$ cat config.mk
export PLATFORM = sky130hd
export DESIGN_NAME = dpgc_regs
export DESIGN_NICKNAME = d
export VERILOG_FILES = /design/src/rtl/dpgc_pkg.sv /design/src/rtl/dpgc_regs.sv
export SDC_FILE = /design/constraint.sdc
export NUM_CORES = 1
export LEC_CHECK = 0
export BUFFER_PORTS_ARGS = -buffer_cell sky130_fd_sc_hd__buf_2
export CORE_AREA = 2 2 67 63
export CTS_BUF_LIST = sky130_fd_sc_hd__clkbuf_2
export DETAILED_ROUTE_END_ITERATION = 8
export DIE_AREA = 0 0 69 65
export GPL_ROUTABILITY_DRIVEN = 1
export PLACE_DENSITY = 0.91
export SLEW_MARGIN = 30
export SYNTH_ARGS = -nofsm -noshare
export SYNTH_HDL_FRONTEND = slang
export SYNTH_SLANG_ARGS = --single-unit
$ cat constraint.sdc
create_clock -name pclk -period 3 [get_ports pclk]
set_input_delay 0.6 -clock pclk [delete_from_list [all_inputs] [get_ports pclk]]
set_output_delay 0.6 -clock pclk [all_outputs]
set_load 0.03 [all_outputs]
$ cat src/rtl/dpgc_pkg.sv
// Package: register map, field layout and lock-mode codes of the detector gain block
package dpgc_pkg;
  // ----------------------------------------
  // Register indices and byte addresses
  // ----------------------------------------
  localparam logic [7:0] DPGC_MAIN_IDX = 8'h6D;
  localparam logic [7:0] DPGC_SEC_IDX = 8'h6C;
  localparam logic [9:0] DPGC_MAIN_ADDR = {DPGC_MAIN_IDX, 2'b00};
  localparam logic [9:0] DPGC_SEC_ADDR = {DPGC_SEC_IDX, 2'b00};
  localparam int DPGC_ADDR_W = 10;
  localparam int DPGC_DATA_W = 32;

  // ----------------------------------------
  // Field layout and reset values
  // ----------------------------------------
  localparam int DPGC_EN_BIT = 7;
  localparam int DPGC_ALOG_MSB = 6;
  localparam int DPGC_ALOG_LSB = 4;
  localparam int DPGC_DIG_MSB = 2;
  localparam int DPGC_DIG_LSB = 0;
  localparam logic [7:0] DPGC_WMASK = 8'hF7;
  localparam logic [7:0] DPGC_MAIN_RST = 8'hC2;
  localparam logic [7:0] DPGC_SEC_RST = 8'hC2;
  localparam logic [2:0] DPGC_GAIN_OFF = 3'h0;

  // ----------------------------------------
  // Locking modes reported by the loop
  // ----------------------------------------
  typedef logic [1:0] dpgc_mode_t;
  localparam dpgc_mode_t DPGC_MODE_DIGITAL = 2'h0;
  localparam dpgc_mode_t DPGC_MODE_ANALOG = 2'h1;
  localparam dpgc_mode_t DPGC_MODE_ANALOG_8K = 2'h2;
endpackage : dpgc_pkg

$ cat src/rtl/dpgc_regs.sv
// Detector gain configuration registers for the secondary and main timing loops
`timescale 1ns/10ps
module dpgc_regs (
  input wire logic pclk,
  input wire logic presetn,
  input wire logic psel,
  input wire logic penable,
  input wire logic pwrite,
  input wire logic [dpgc_pkg::DPGC_ADDR_W-1:0] paddr,
  input wire logic [dpgc_pkg::DPGC_DATA_W-1:0] pwdata,
  input wire logic [3:0] pstrb,
  output logic [dpgc_pkg::DPGC_DATA_W-1:0] prdata,
  output logic pready,
  output logic pslverr,
  input wire dpgc_pkg::dpgc_mode_t main_lock_mode,
  input wire logic [2:0] main_det2_gain_8k,
  input wire dpgc_pkg::dpgc_mode_t secondary_lock_mode,
  input wire logic [2:0] secondary_det2_gain_8k,
  output logic main_det2_en,
  output logic [2:0] main_det2_gain,
  output logic secondary_det2_en,
  output logic [2:0] secondary_det2_gain
);
  import dpgc_pkg::*;

  // ----------------------------------------
  // Gain selection
  // ----------------------------------------
  // The 8 kHz gain lives in the neighbouring damping register, so it arrives as a port.
  function automatic logic [3:0] dpgc_pick(input logic [7:0] cfg, input dpgc_mode_t mode,
                                           input logic [2:0] gain_8k);
    logic [3:0] res;
    res = {1'b0, DPGC_GAIN_OFF};
    if (cfg[DPGC_EN_BIT]) begin
      case (mode)
        DPGC_MODE_DIGITAL: res = {1'b1, cfg[DPGC_DIG_MSB:DPGC_DIG_LSB]};
        DPGC_MODE_ANALOG: res = {1'b1, cfg[DPGC_ALOG_MSB:DPGC_ALOG_LSB]};
        DPGC_MODE_ANALOG_8K: res = {1'b1, gain_8k};
        default: res = {1'b1, cfg[DPGC_DIG_MSB:DPGC_DIG_LSB]};
      endcase
    end
    return res;
  endfunction : dpgc_pick

  // ----------------------------------------
  // Bus decode
  // ----------------------------------------
  logic hit_main;
  logic hit_sec;
  logic mapped;
  logic setup;
  logic access;

  always_comb begin
    hit_main = (paddr == DPGC_MAIN_ADDR);
    hit_sec = (paddr == DPGC_SEC_ADDR);
    mapped = hit_main | hit_sec;
    setup = psel & ~penable;
    access = psel & penable;
    pready = 1'b1;
    pslverr = access & ~mapped;
  end

  // ----------------------------------------
  // Configuration registers
  // ----------------------------------------
  logic [7:0] main_cfg;
  logic [7:0] sec_cfg;
  logic [7:0] next_main_cfg;
  logic [7:0] next_sec_cfg;
  logic [DPGC_DATA_W-1:0] next_prdata;

  always_comb begin
    next_main_cfg = main_cfg;
    next_sec_cfg = sec_cfg;
    // Bit 3 is masked so it can never be stored
    if (access && pwrite && pstrb[0] && hit_main) begin
      next_main_cfg = pwdata[7:0] & DPGC_WMASK;
    end
    if (access && pwrite && pstrb[0] && hit_sec) begin
      next_sec_cfg = pwdata[7:0] & DPGC_WMASK;
    end
    // Read data is captured in the setup cycle so it leaves a flip-flop in the access cycle
    next_prdata = prdata;
    if (setup) begin
      next_prdata = '0;
      if (hit_main) begin
        next_prdata = {24'h000000, main_cfg & DPGC_WMASK};
      end else if (hit_sec) begin
        next_prdata = {24'h000000, sec_cfg & DPGC_WMASK};
      end
    end
  end

  always_ff @(posedge pclk or negedge presetn) begin
    if (!presetn) begin
      main_cfg <= DPGC_MAIN_RST;
      sec_cfg <= DPGC_SEC_RST;
      prdata <= '0;
    end else begin
      main_cfg <= next_main_cfg;
      sec_cfg <= next_sec_cfg;
      prdata <= next_prdata;
    end
  end

  // ----------------------------------------
  // Detector controls
  // ----------------------------------------
  logic [3:0] next_main_sel;
  logic [3:0] next_sec_sel;

  always_comb begin
    next_main_sel = dpgc_pick(main_cfg, main_lock_mode, main_det2_gain_8k);
    next_sec_sel = dpgc_pick(sec_cfg, secondary_lock_mode, secondary_det2_gain_8k);
  end

  always_ff @(posedge pclk or negedge presetn) begin
    if (!presetn) begin
      main_det2_en <= 1'b0;
      main_det2_gain <= DPGC_GAIN_OFF;
      secondary_det2_en <= 1'b0;
      secondary_det2_gain <= DPGC_GAIN_OFF;
    end else begin
      main_det2_en <= next_main_sel[3];
      main_det2_gain <= next_main_sel[2:0];
      secondary_det2_en <= next_sec_sel[3];
      secondary_det2_gain <= next_sec_sel[2:0];
    end
  end
endmodule : dpgc_regs

==> results of run 1 <==
[power by group through the flow]
stage | clock (mW) | combinational, mW | sequential [mW]
6_report | 0.193 | 0.104 | 0.393
5_1_grt | 0.218 | 0.114 | 0.393
4_1_cts | 0.197 | 0.105 | 0.393
3_5_place_dp | 0 | 0.104 | 0.399
3_3_place_gp | 0 | 0.102 | 0.399
2_1_floorplan | 0 | 0.0951 | 0.400
[cells in the mapped netlist]
| cell type | n | share of area [%] |
|---|---|---|
| sky130_fd_sc_hd__and3_2 | 1 | 0.47 |
| sky130_fd_sc_hd__or4b_4 | 1 | 0.86 |
| sky130_fd_sc_hd__dfstp_2 | 6 | 9.9 |
| sky130_fd_sc_hd__buf_4 | 26 | 12 |
| sky130_fd_sc_hd__o21ai_0 | 6 | 1.9 |
| sky130_fd_sc_hd__nor4_4 | 2 | 2.7 |
| sky130_fd_sc_hd__buf_2 | 1 | 0.31 |
| sky130_fd_sc_hd__buf_1 | 1 | 0.24 |
| sky130_fd_sc_hd__o31ai_1 | 5 | 2.4 |
| sky130_fd_sc_hd__nand4_1 | 1 | 0.39 |
| sky130_fd_sc_hd__nand2_1 | 14 | 3.3 |
| sky130_fd_sc_hd__nand2b_1 | 2 | 0.79 |
| sky130_fd_sc_hd__or4b_1 | 1 | 0.63 |
| sky130_fd_sc_hd__o31ai_2 | 2 | 1.6 |
| sky130_fd_sc_hd__mux2_2 | 14 | 9.9 |
| sky130_fd_sc_hd__conb_1 | 2 | 0.47 |
| sky130_fd_sc_hd__or4_4 | 1 | 0.71 |
| sky130_fd_sc_hd__and2_1 | 6 | 2.4 |
| sky130_fd_sc_hd__mux2i_1 | 7 | 4.4 |
| sky130_fd_sc_hd__dfrtp_1 | 23 | 36 |
| sky130_fd_sc_hd__inv_1 | 4 | 0.94 |
| sky130_fd_sc_hd__a22oi_1 | 6 | 2.8 |
| sky130_fd_sc_hd__nand4bb_1 | 1 | 0.71 |
| sky130_fd_sc_hd__ha_1 | 4 | 3.1 |
| sky130_fd_sc_hd__buf_6 | 1 | 0.71 |
[cell families (layout without fill, tap and decap cells)]
kind of cell / Yosys count / count (layout) / synth area share [%]
and+or+nand+nor: 30 / 30 / 12.9
other: 2 / 26 / 0.472
buffers and inverters: 33 / 61 / 14.5
adders and majority gates: 4 / 4 / 3.14
AOI/OAI and AO/OA: 19 / 19 / 8.65
DFF: 29 / 29 / 46.1
muxes: 21 / 21 / 14.3
[cell type report]
class / instances / share of cell area [%]
Timing Repair Buffer: 49 / 13.7
Clock buffer: 6 / 1.66
Clock inverter: 2 / 0.552
Tap cell: 48 / 3.31
Multi-Input combinational cell: 100 / 39.6
Sequential cell: 29 / 40.4
Inverter: 4 / 0.828
[path summary, 6_finish.rpt]
path | end | slack (ns) | depth (start not counted)
worst min register to register | secondary_det2_en$_DFF_PN0_ | 0.45 | 0
worst max-delay path | pslverr | 0.25 | 5
worst max register to register | secondary_det2_gain[2]$_DFF_PN0_ | 1.89 | 3
worst min-delay path | sec_cfg[2]$_DFFE_PN0P_ | 0.22 | 1
min in group pclk | secondary_det2_en$_DFF_PN0_ | 0.45 | 0
max in group asynchronous | prdata[4]$_DFFE_PN0P_ | 2.38 | 1
[state kept, by name, indices dropped and copies added (netlist names)]
register and flops:
secondary_det2_gain 3, main_cfg 7, prdata 7, main_det2_en 1
secondary_det2_en 1, main_det2_gain 3, sec_cfg 7
[critical path: stages]
cell and delay, ns:
sky130_fd_sc_hd__buf_2 0.09, sky130_fd_sc_hd__or4b_4 0.57, sky130_fd_sc_hd__or4_4 0.50, sky130_fd_sc_hd__and3_2 0.21, sky130_fd_sc_hd__buf_2 0.17
[cell usage in the layout, fill, tap and decap left out, types with 2 or more instances in the layout]
master / synthesis / layout
sky130_fd_sc_hd__dfstp_2: 6 / 6
sky130_fd_sc_hd__o31ai_1: 5 / 5
sky130_fd_sc_hd__mux2i_1: 7 / 7
sky130_fd_sc_hd__ha_1: 4 / 4
sky130_fd_sc_hd__o21ai_0: 6 / 6
sky130_fd_sc_hd__nand2b_1: 2 / 2
sky130_fd_sc_hd__clkbuf_2: 0 / 6
sky130_fd_sc_hd__nand2_1: 14 / 14
sky130_fd_sc_hd__and2_1: 6 / 6
sky130_fd_sc_hd__conb_1: 2 / 26
sky130_fd_sc_hd__nor4_4: 2 / 2
sky130_fd_sc_hd__dfrtp_1: 23 / 23
sky130_fd_sc_hd__inv_1: 4 / 4
sky130_fd_sc_hd__mux2_2: 14 / 14
sky130_fd_sc_hd__a22oi_1: 6 / 6
sky130_fd_sc_hd__clkinv_2: 0 / 2
sky130_fd_sc_hd__buf_2: 1 / 48
sky130_fd_sc_hd__o31ai_2: 2 / 2
[routing by layer]
| layer | GRT usage, % | wire length [um] | up-vias |
|---|---|---|---|
| li1 | - | - | 532 |
| met1 | 15.5 | 1230 | 526 |
| met2 | 23.0 | 1500 | 36 |
| met3 | 7.00 | 224 | 3 |
| met4 | 3.68 | 34 | 0 |
| met5 | 0 | 0 | - |
==> results, run 1 <==
- The internal power of the cells totals 0.477 mW.
- The completed layout was analyzed and its total power is around 0.7 mW.
- The die boundary width is slightly below 70 um.
- The sequential power share is between 50 and 60%.
- The run finished with clean final reports.
- The global-route wire length before repair is 4690 um.
- The remaining antenna violation count after routing is 0.
- At the end of the flow, the number of nets in the layout was between 200 and 300.
- Detailed routing inserted a total of ~1100 vias.
- The clock tree from TritonCTS is yes.
- The min-delay analysis places its worst path in the category in -> async.
- The total congestion overflow is 0.
- The number of standard cells after synthesis is between 100 and 150.
- After synthesis, flip-flops and latches occupy around 46% of the total area.
- The minimum clock period after layout is about 2.8 ns.
- The die covers 4490 sq um.
- The final weighted congestion in routability-driven placement is 0.846.
- The fraction of the cycle the final worst path needs is 91.8%.
- The mean area per synthesized cell is ~12 sq um.
- After detailed routing, the average wire length per cell comes to about 13 um.
- Static timing analysis puts the maximum clock frequency at approximately 360 MHz.
- The worst-case clock buffer depth is 2.
- Across all hold checks on the routed design, the worst slack comes to between 0.2 and 0.25 ns.
- The count of buffers added by post-CTS timing repair for setup is 0.
- The switching part of the total power is 30.9%.
- The cell chosen for the clock root is sky130_fd_sc_hd__clkbuf_2.
- Yosys printed 0 warnings.
- The max-slew violation total from the final report is 0.
- The clock network fraction of design power is between 20% and 30%.
- The data arrival time of the critical path is between 2 and 2.5 ns.
- The routed design has between 2000 and 3000 um of wire.
- Once the floorplan was initialized, standard cells occupied between 40% and 50% of the core.
- The share of total power in combinational logic is 15.1%.
- Once placement completed, the tool counted placed cells totaling between 200 and 250.
- Gates resized during post-CTS repair numbered 0.
- Dividing total power by cell area gives a power density of between 300 and 400 nW/um^2.
- The cell area reported after detailed placement is about 1800 sq um.
- In this run the vertical extent of the chip is ~65 um.
- The critical path starts at paddr[1].
- Buffers inserted to repair hold after CTS numbered 0.
- From synthesis to final layout, the design area changed by 14.0%.
- The maximum fanout encountered on the critical timing path is 3.
- Pin placement for this block handled roughly 100 I/O pins.
- The worst-case vdd ir drop is ~110 uV.
- Summing all flip-flop and latch instances after layout gives approximately 730 sq um.
- The critical path is of the in -> out type.
- Between clock sinks in the finished design, the worst skew comes to ~0.01 ns.
- The via count of the first global-routing pass is between 1000 and 1500.
- The number of clock sinks is 29.
- The endpoint kind of the worst setup timing path is an output pin.
- The least setup slack across all paths after layout is 0.246 ns.
- The clock slew at the register clock pins of the worst setup and hold paths is approximately 0.15 ns.
- The number of max-cap violations is 0.
- Leaving out filler cells and counting taps, the final layout contains ~240.
- The largest net degree at the start of global routing is 30.
- The synthesis-stage register bit count is 29.
- The hold violation count in the final report is 0.
- The setup slack at placement is 0.243 ns.
- The area of the mapped netlist is about 1600 sq um.
- The final cell utilization of the core is ~47%.
- The total net switching power is 0.213 mW.
- In the routed layout, each cell is associated on average with a via count of around 4.6.
- The H-tree was split into 2 levels.
- Cells with a size suffix above 1 make up between 40 and 50% of the layout.
- The netlist uses 25 different library cells.
- The combined area of the multi-input logic cells is roughly 700 sq um.
- At the pin with the least slew margin, the transition time is ~0.6 ns.
- The final count of negative-setup-slack endpoints is 0.
- The data required time of the critical path is 2.40 ns.
- The number of antenna diodes is 0.
- The fill cell instance count of the final layout is 384.
- The aggregate negative setup slack is 0 ns.
- The worst slew margin relative to its limit is a little under 60%.
- Setup repair after global routing left no endpoint under its margin.
- The reported leakage power is slightly below 1 nW.
- The first routing iteration left ~100 violations.
- The number of buffer cells added on primary ports is 48.
- Summing all non-filler instances in the final layout gives an area of 1810 sq um.
- Global routing consumed, over all layers together, 13.7% of the routing resources.
- The area of the placeable core is approximately 3900 sq um.
- STA classifies the critical path startpoint as an input pin.
- Detailed placement ended at an HPWL of ~2400 um.
- The number of remaining DRC errors is 0.
- The cell row count is 22.
- The first TritonRoute pass finished after 4 iterations.
- The critical register-to-register path startpoint is sec_cfg[6]$_DFFE_PN1P_.
- The number of antenna violations at the first check in global routing came to 0.
- The clock latency reported for the late side of the worst-skew pair is ~0.37 ns.
- The number of CTS-inserted buffers is 5.
(Power assumes the default switching activity.)
==> inputs of run 2 (changes only) <==
PLACE_DENSITY = 0.8   (was 0.91)
REMOVE_ABC_BUFFERS = 1   (was unset)
==> results, run 2 (same netlist as run 1, synthesis figures left out) <==
- The largest net degree at the start of global routing is 30 (unchanged).
- The hold violation count in the final report is 0 (unchanged).
- TritonCTS built the clock tree.
- The data arrival time of the critical path is 2.15 ns (about the same).
- The detailed-routing iteration count for the pre-antenna-repair pass is 4 (unchanged).
- The total congestion overflow is 0 (unchanged).
- STA classifies the critical path endpoint as an output pin.
- The largest registers in the layout are main_cfg: 7 flops, prdata: 7 flops, sec_cfg: 7 flops.
- The number of max-cap violations is 0 (unchanged).
- The via count of the first global-routing pass was 972 (-10%).
- The post-route clock skew is 0.0141 ns (+0.00398 ns).
- The clock latency reported for the late side of the worst-skew pair came to 0.36 ns (about the same).
- The vertical die dimension was 65 um (unchanged).
- The maximum fanout encountered on the critical timing path was 3 (unchanged).
- The transition time of the tightest slew-check pin is 0.609 ns (-0.000382 ns).
- The total of hold buffers inserted after clock tree synthesis came to 0 (unchanged).
- The placed cell count was 230 (unchanged).
- The number of standard cells in the final layout excluding fillers is 238 (unchanged).
- The clock slew at the register clock pins of the worst setup and hold paths is 0.15 ns (about the same).
- The average wire length per cell after detail routing was 11.8 um (-5.6%).
- The library cells used most frequently in the layout, excluding fill and tap cells, are sky130_fd_sc_hd__buf_2, sky130_fd_sc_hd__conb_1, sky130_fd_sc_hd__dfrtp_1.
- The type of the worst setup path is in -> out.
- The worst-case vdd ir drop is 117 uV (+6.5%).
- The number of vias per cell was 4.53 (-1.8%).
- The capturing point of the worst reg2reg path is secondary_det2_gain[2]$_DFF_PN0_.
- The synthesis-to-finish area growth is 13.9% (about the same).
- The fraction of the cycle the final worst path needs came to 91.7% (about the same).
- The final wirelength is 2810 um (-5.6%).
- The number of H-tree branching levels is 2 (unchanged).
- The top-level port count is 103 (unchanged).
- The run finished with clean final reports.
- The final count of negative-setup-slack endpoints is 0 (unchanged).
- The number of antenna diodes came to 0 (unchanged).
- The cell row count is 22 (unchanged).
- The cell chosen for the clock root is sky130_fd_sc_hd__clkbuf_2.
- The register-to-register setup slack is 1.98 ns (+0.09 ns).
- The count of buffers added by post-CTS timing repair for setup is 0 (unchanged).
- The area of the placeable core is 3850 sq um (unchanged).
- The achievable clock frequency is 363 MHz (about the same).
- The critical register-to-register path startpoint is sec_cfg[6]$_DFFE_PN1P_.
- The number of violations reported at the end of detailed-routing iteration 0 came to 80 (-23%).
- The number of CTS-inserted buffers is 5 (unchanged).
- The estimated wirelength of the detail-placed design was 2270 um (-6.0%).
- The overall fraction of global-route tracks in use came to 13.0% (-0.68 points).
- The die boundary width is 69 um (unchanged).
- STA classifies the critical path startpoint as an input pin.
- The aggregate negative setup slack is 0 ns (unchanged).
- The fill cell instance count of the final layout came to 392 (+2.1%).
- The final weighted congestion in routability-driven placement is 0.824 (-2.6%).
- The worst-case clock buffer depth is 2 (unchanged).
- The number of remaining DRC errors came to 0 (unchanged).
- The origin of the worst setup path is paddr[1].
- Setup repair after global routing left no endpoint under its margin.
- The depth of the most critical reg-to-reg path is 3 (unchanged).
- The data required time of the critical path is 2.40 ns (about the same).
- The number of clock sinks is 29 (unchanged).
- The number of antenna violations at the first check in global routing is 0 (unchanged).
- The number of gates resized after cts is 0 (unchanged).
- The worst min-delay path class is in -> async.
- The minimum clock period after layout is 2.75 ns (-0.00210 ns).
- The share of cells above drive strength 1 is 43.7% (-0.53 points).
- The remaining antenna violation count after routing is 0 (unchanged).
- The number of vias in the routed layout was 1077 (-1.8%).
- The number of buffer cells added on primary ports is 48 (unchanged).
- The reported leakage power is 0.976 nW (-0.21%).
- The most common cell after layout, fill and taps aside is sky130_fd_sc_hd__buf_2.
- The die area was 4490 sq um (unchanged).
- The initial cell density of the core is 41.3% (unchanged).
- The worst slew margin relative to its limit came to 59.4% (about the same).
- The global-route wire length before repair came to 4390 um (-6.5%).
- The final layout net count is 254 (unchanged).
- The max-slew violation total from the final report is 0 (unchanged).
- The power density over the cells was 378 nW/um^2 (-0.71%).
-- run 2: changes by cell type in the layout (fill, tap and decap cells not counted) --
cell	before	now
sky130_fd_sc_hd__clkbuf_2	6	7
sky130_fd_sc_hd__clkinv_1	0	1
sky130_fd_sc_hd__clkinv_2	2	0
-- run 2: worst max-delay path by stage --
stage,end,slack [ns]
2_1_floorplan,pslverr,0.38
3_3_place_gp,pslverr,0.24
3_5_place_dp,pslverr,0.24
4_1_cts,pslverr,0.24
5_1_grt,pslverr,0.21
6_report,pslverr,0.25
-- run 2: cell type report --
type	instances	area [sq um]	area share, %
sequential	29	733	40.4
tap	48	60.1	3.31
multi-input combinational	100	718	39.6
inverter	4	15.0	0.828
clock buffer	7	35.0	1.93
clock inverter	1	3.75	0.207
timing repair buffer	49	248	13.7
-- run 2: where the power goes --
part	switching (mW)	leakage (nW)	internal, mW	total [mW]
combinational	0.0776	0.562	0.0265	0.104
clock	0.126	0.0306	0.0624	0.188
sequential	0.000434	0.383	0.392	0.392
-- run 2: critical path, cell delays in order --
cell and delay, ns:
sky130_fd_sc_hd__buf_2 0.09, sky130_fd_sc_hd__or4b_4 0.57, sky130_fd_sc_hd__or4_4 0.50, sky130_fd_sc_hd__and3_2 0.22, sky130_fd_sc_hd__buf_2 0.17
-- run 2: routing by layer --
metal / share of wire (%) / GRT usage (%)
met1: 42 / 15.7
met3: 6.3 / 4.98
met2: 49 / 20.2
met4: 2.0 / 7.11
met5: 0 / 0
-- run 2: metrics by stage --
stage	total power [mW]	util, %	area, sq um	setup slack [ns]	hold WS (ns)
after floorplan	0.466	-	1470	0.381	0.304
after global routing	0.717	47.0	1810	0.210	0.246
after detailed placement	0.504	46.0	1770	0.244	0.427
final	0.684	47.0	1810	0.248	0.222
after CTS	0.693	47.0	1810	0.244	0.235
after global placement	0.502	46.0	1770	0.244	0.425
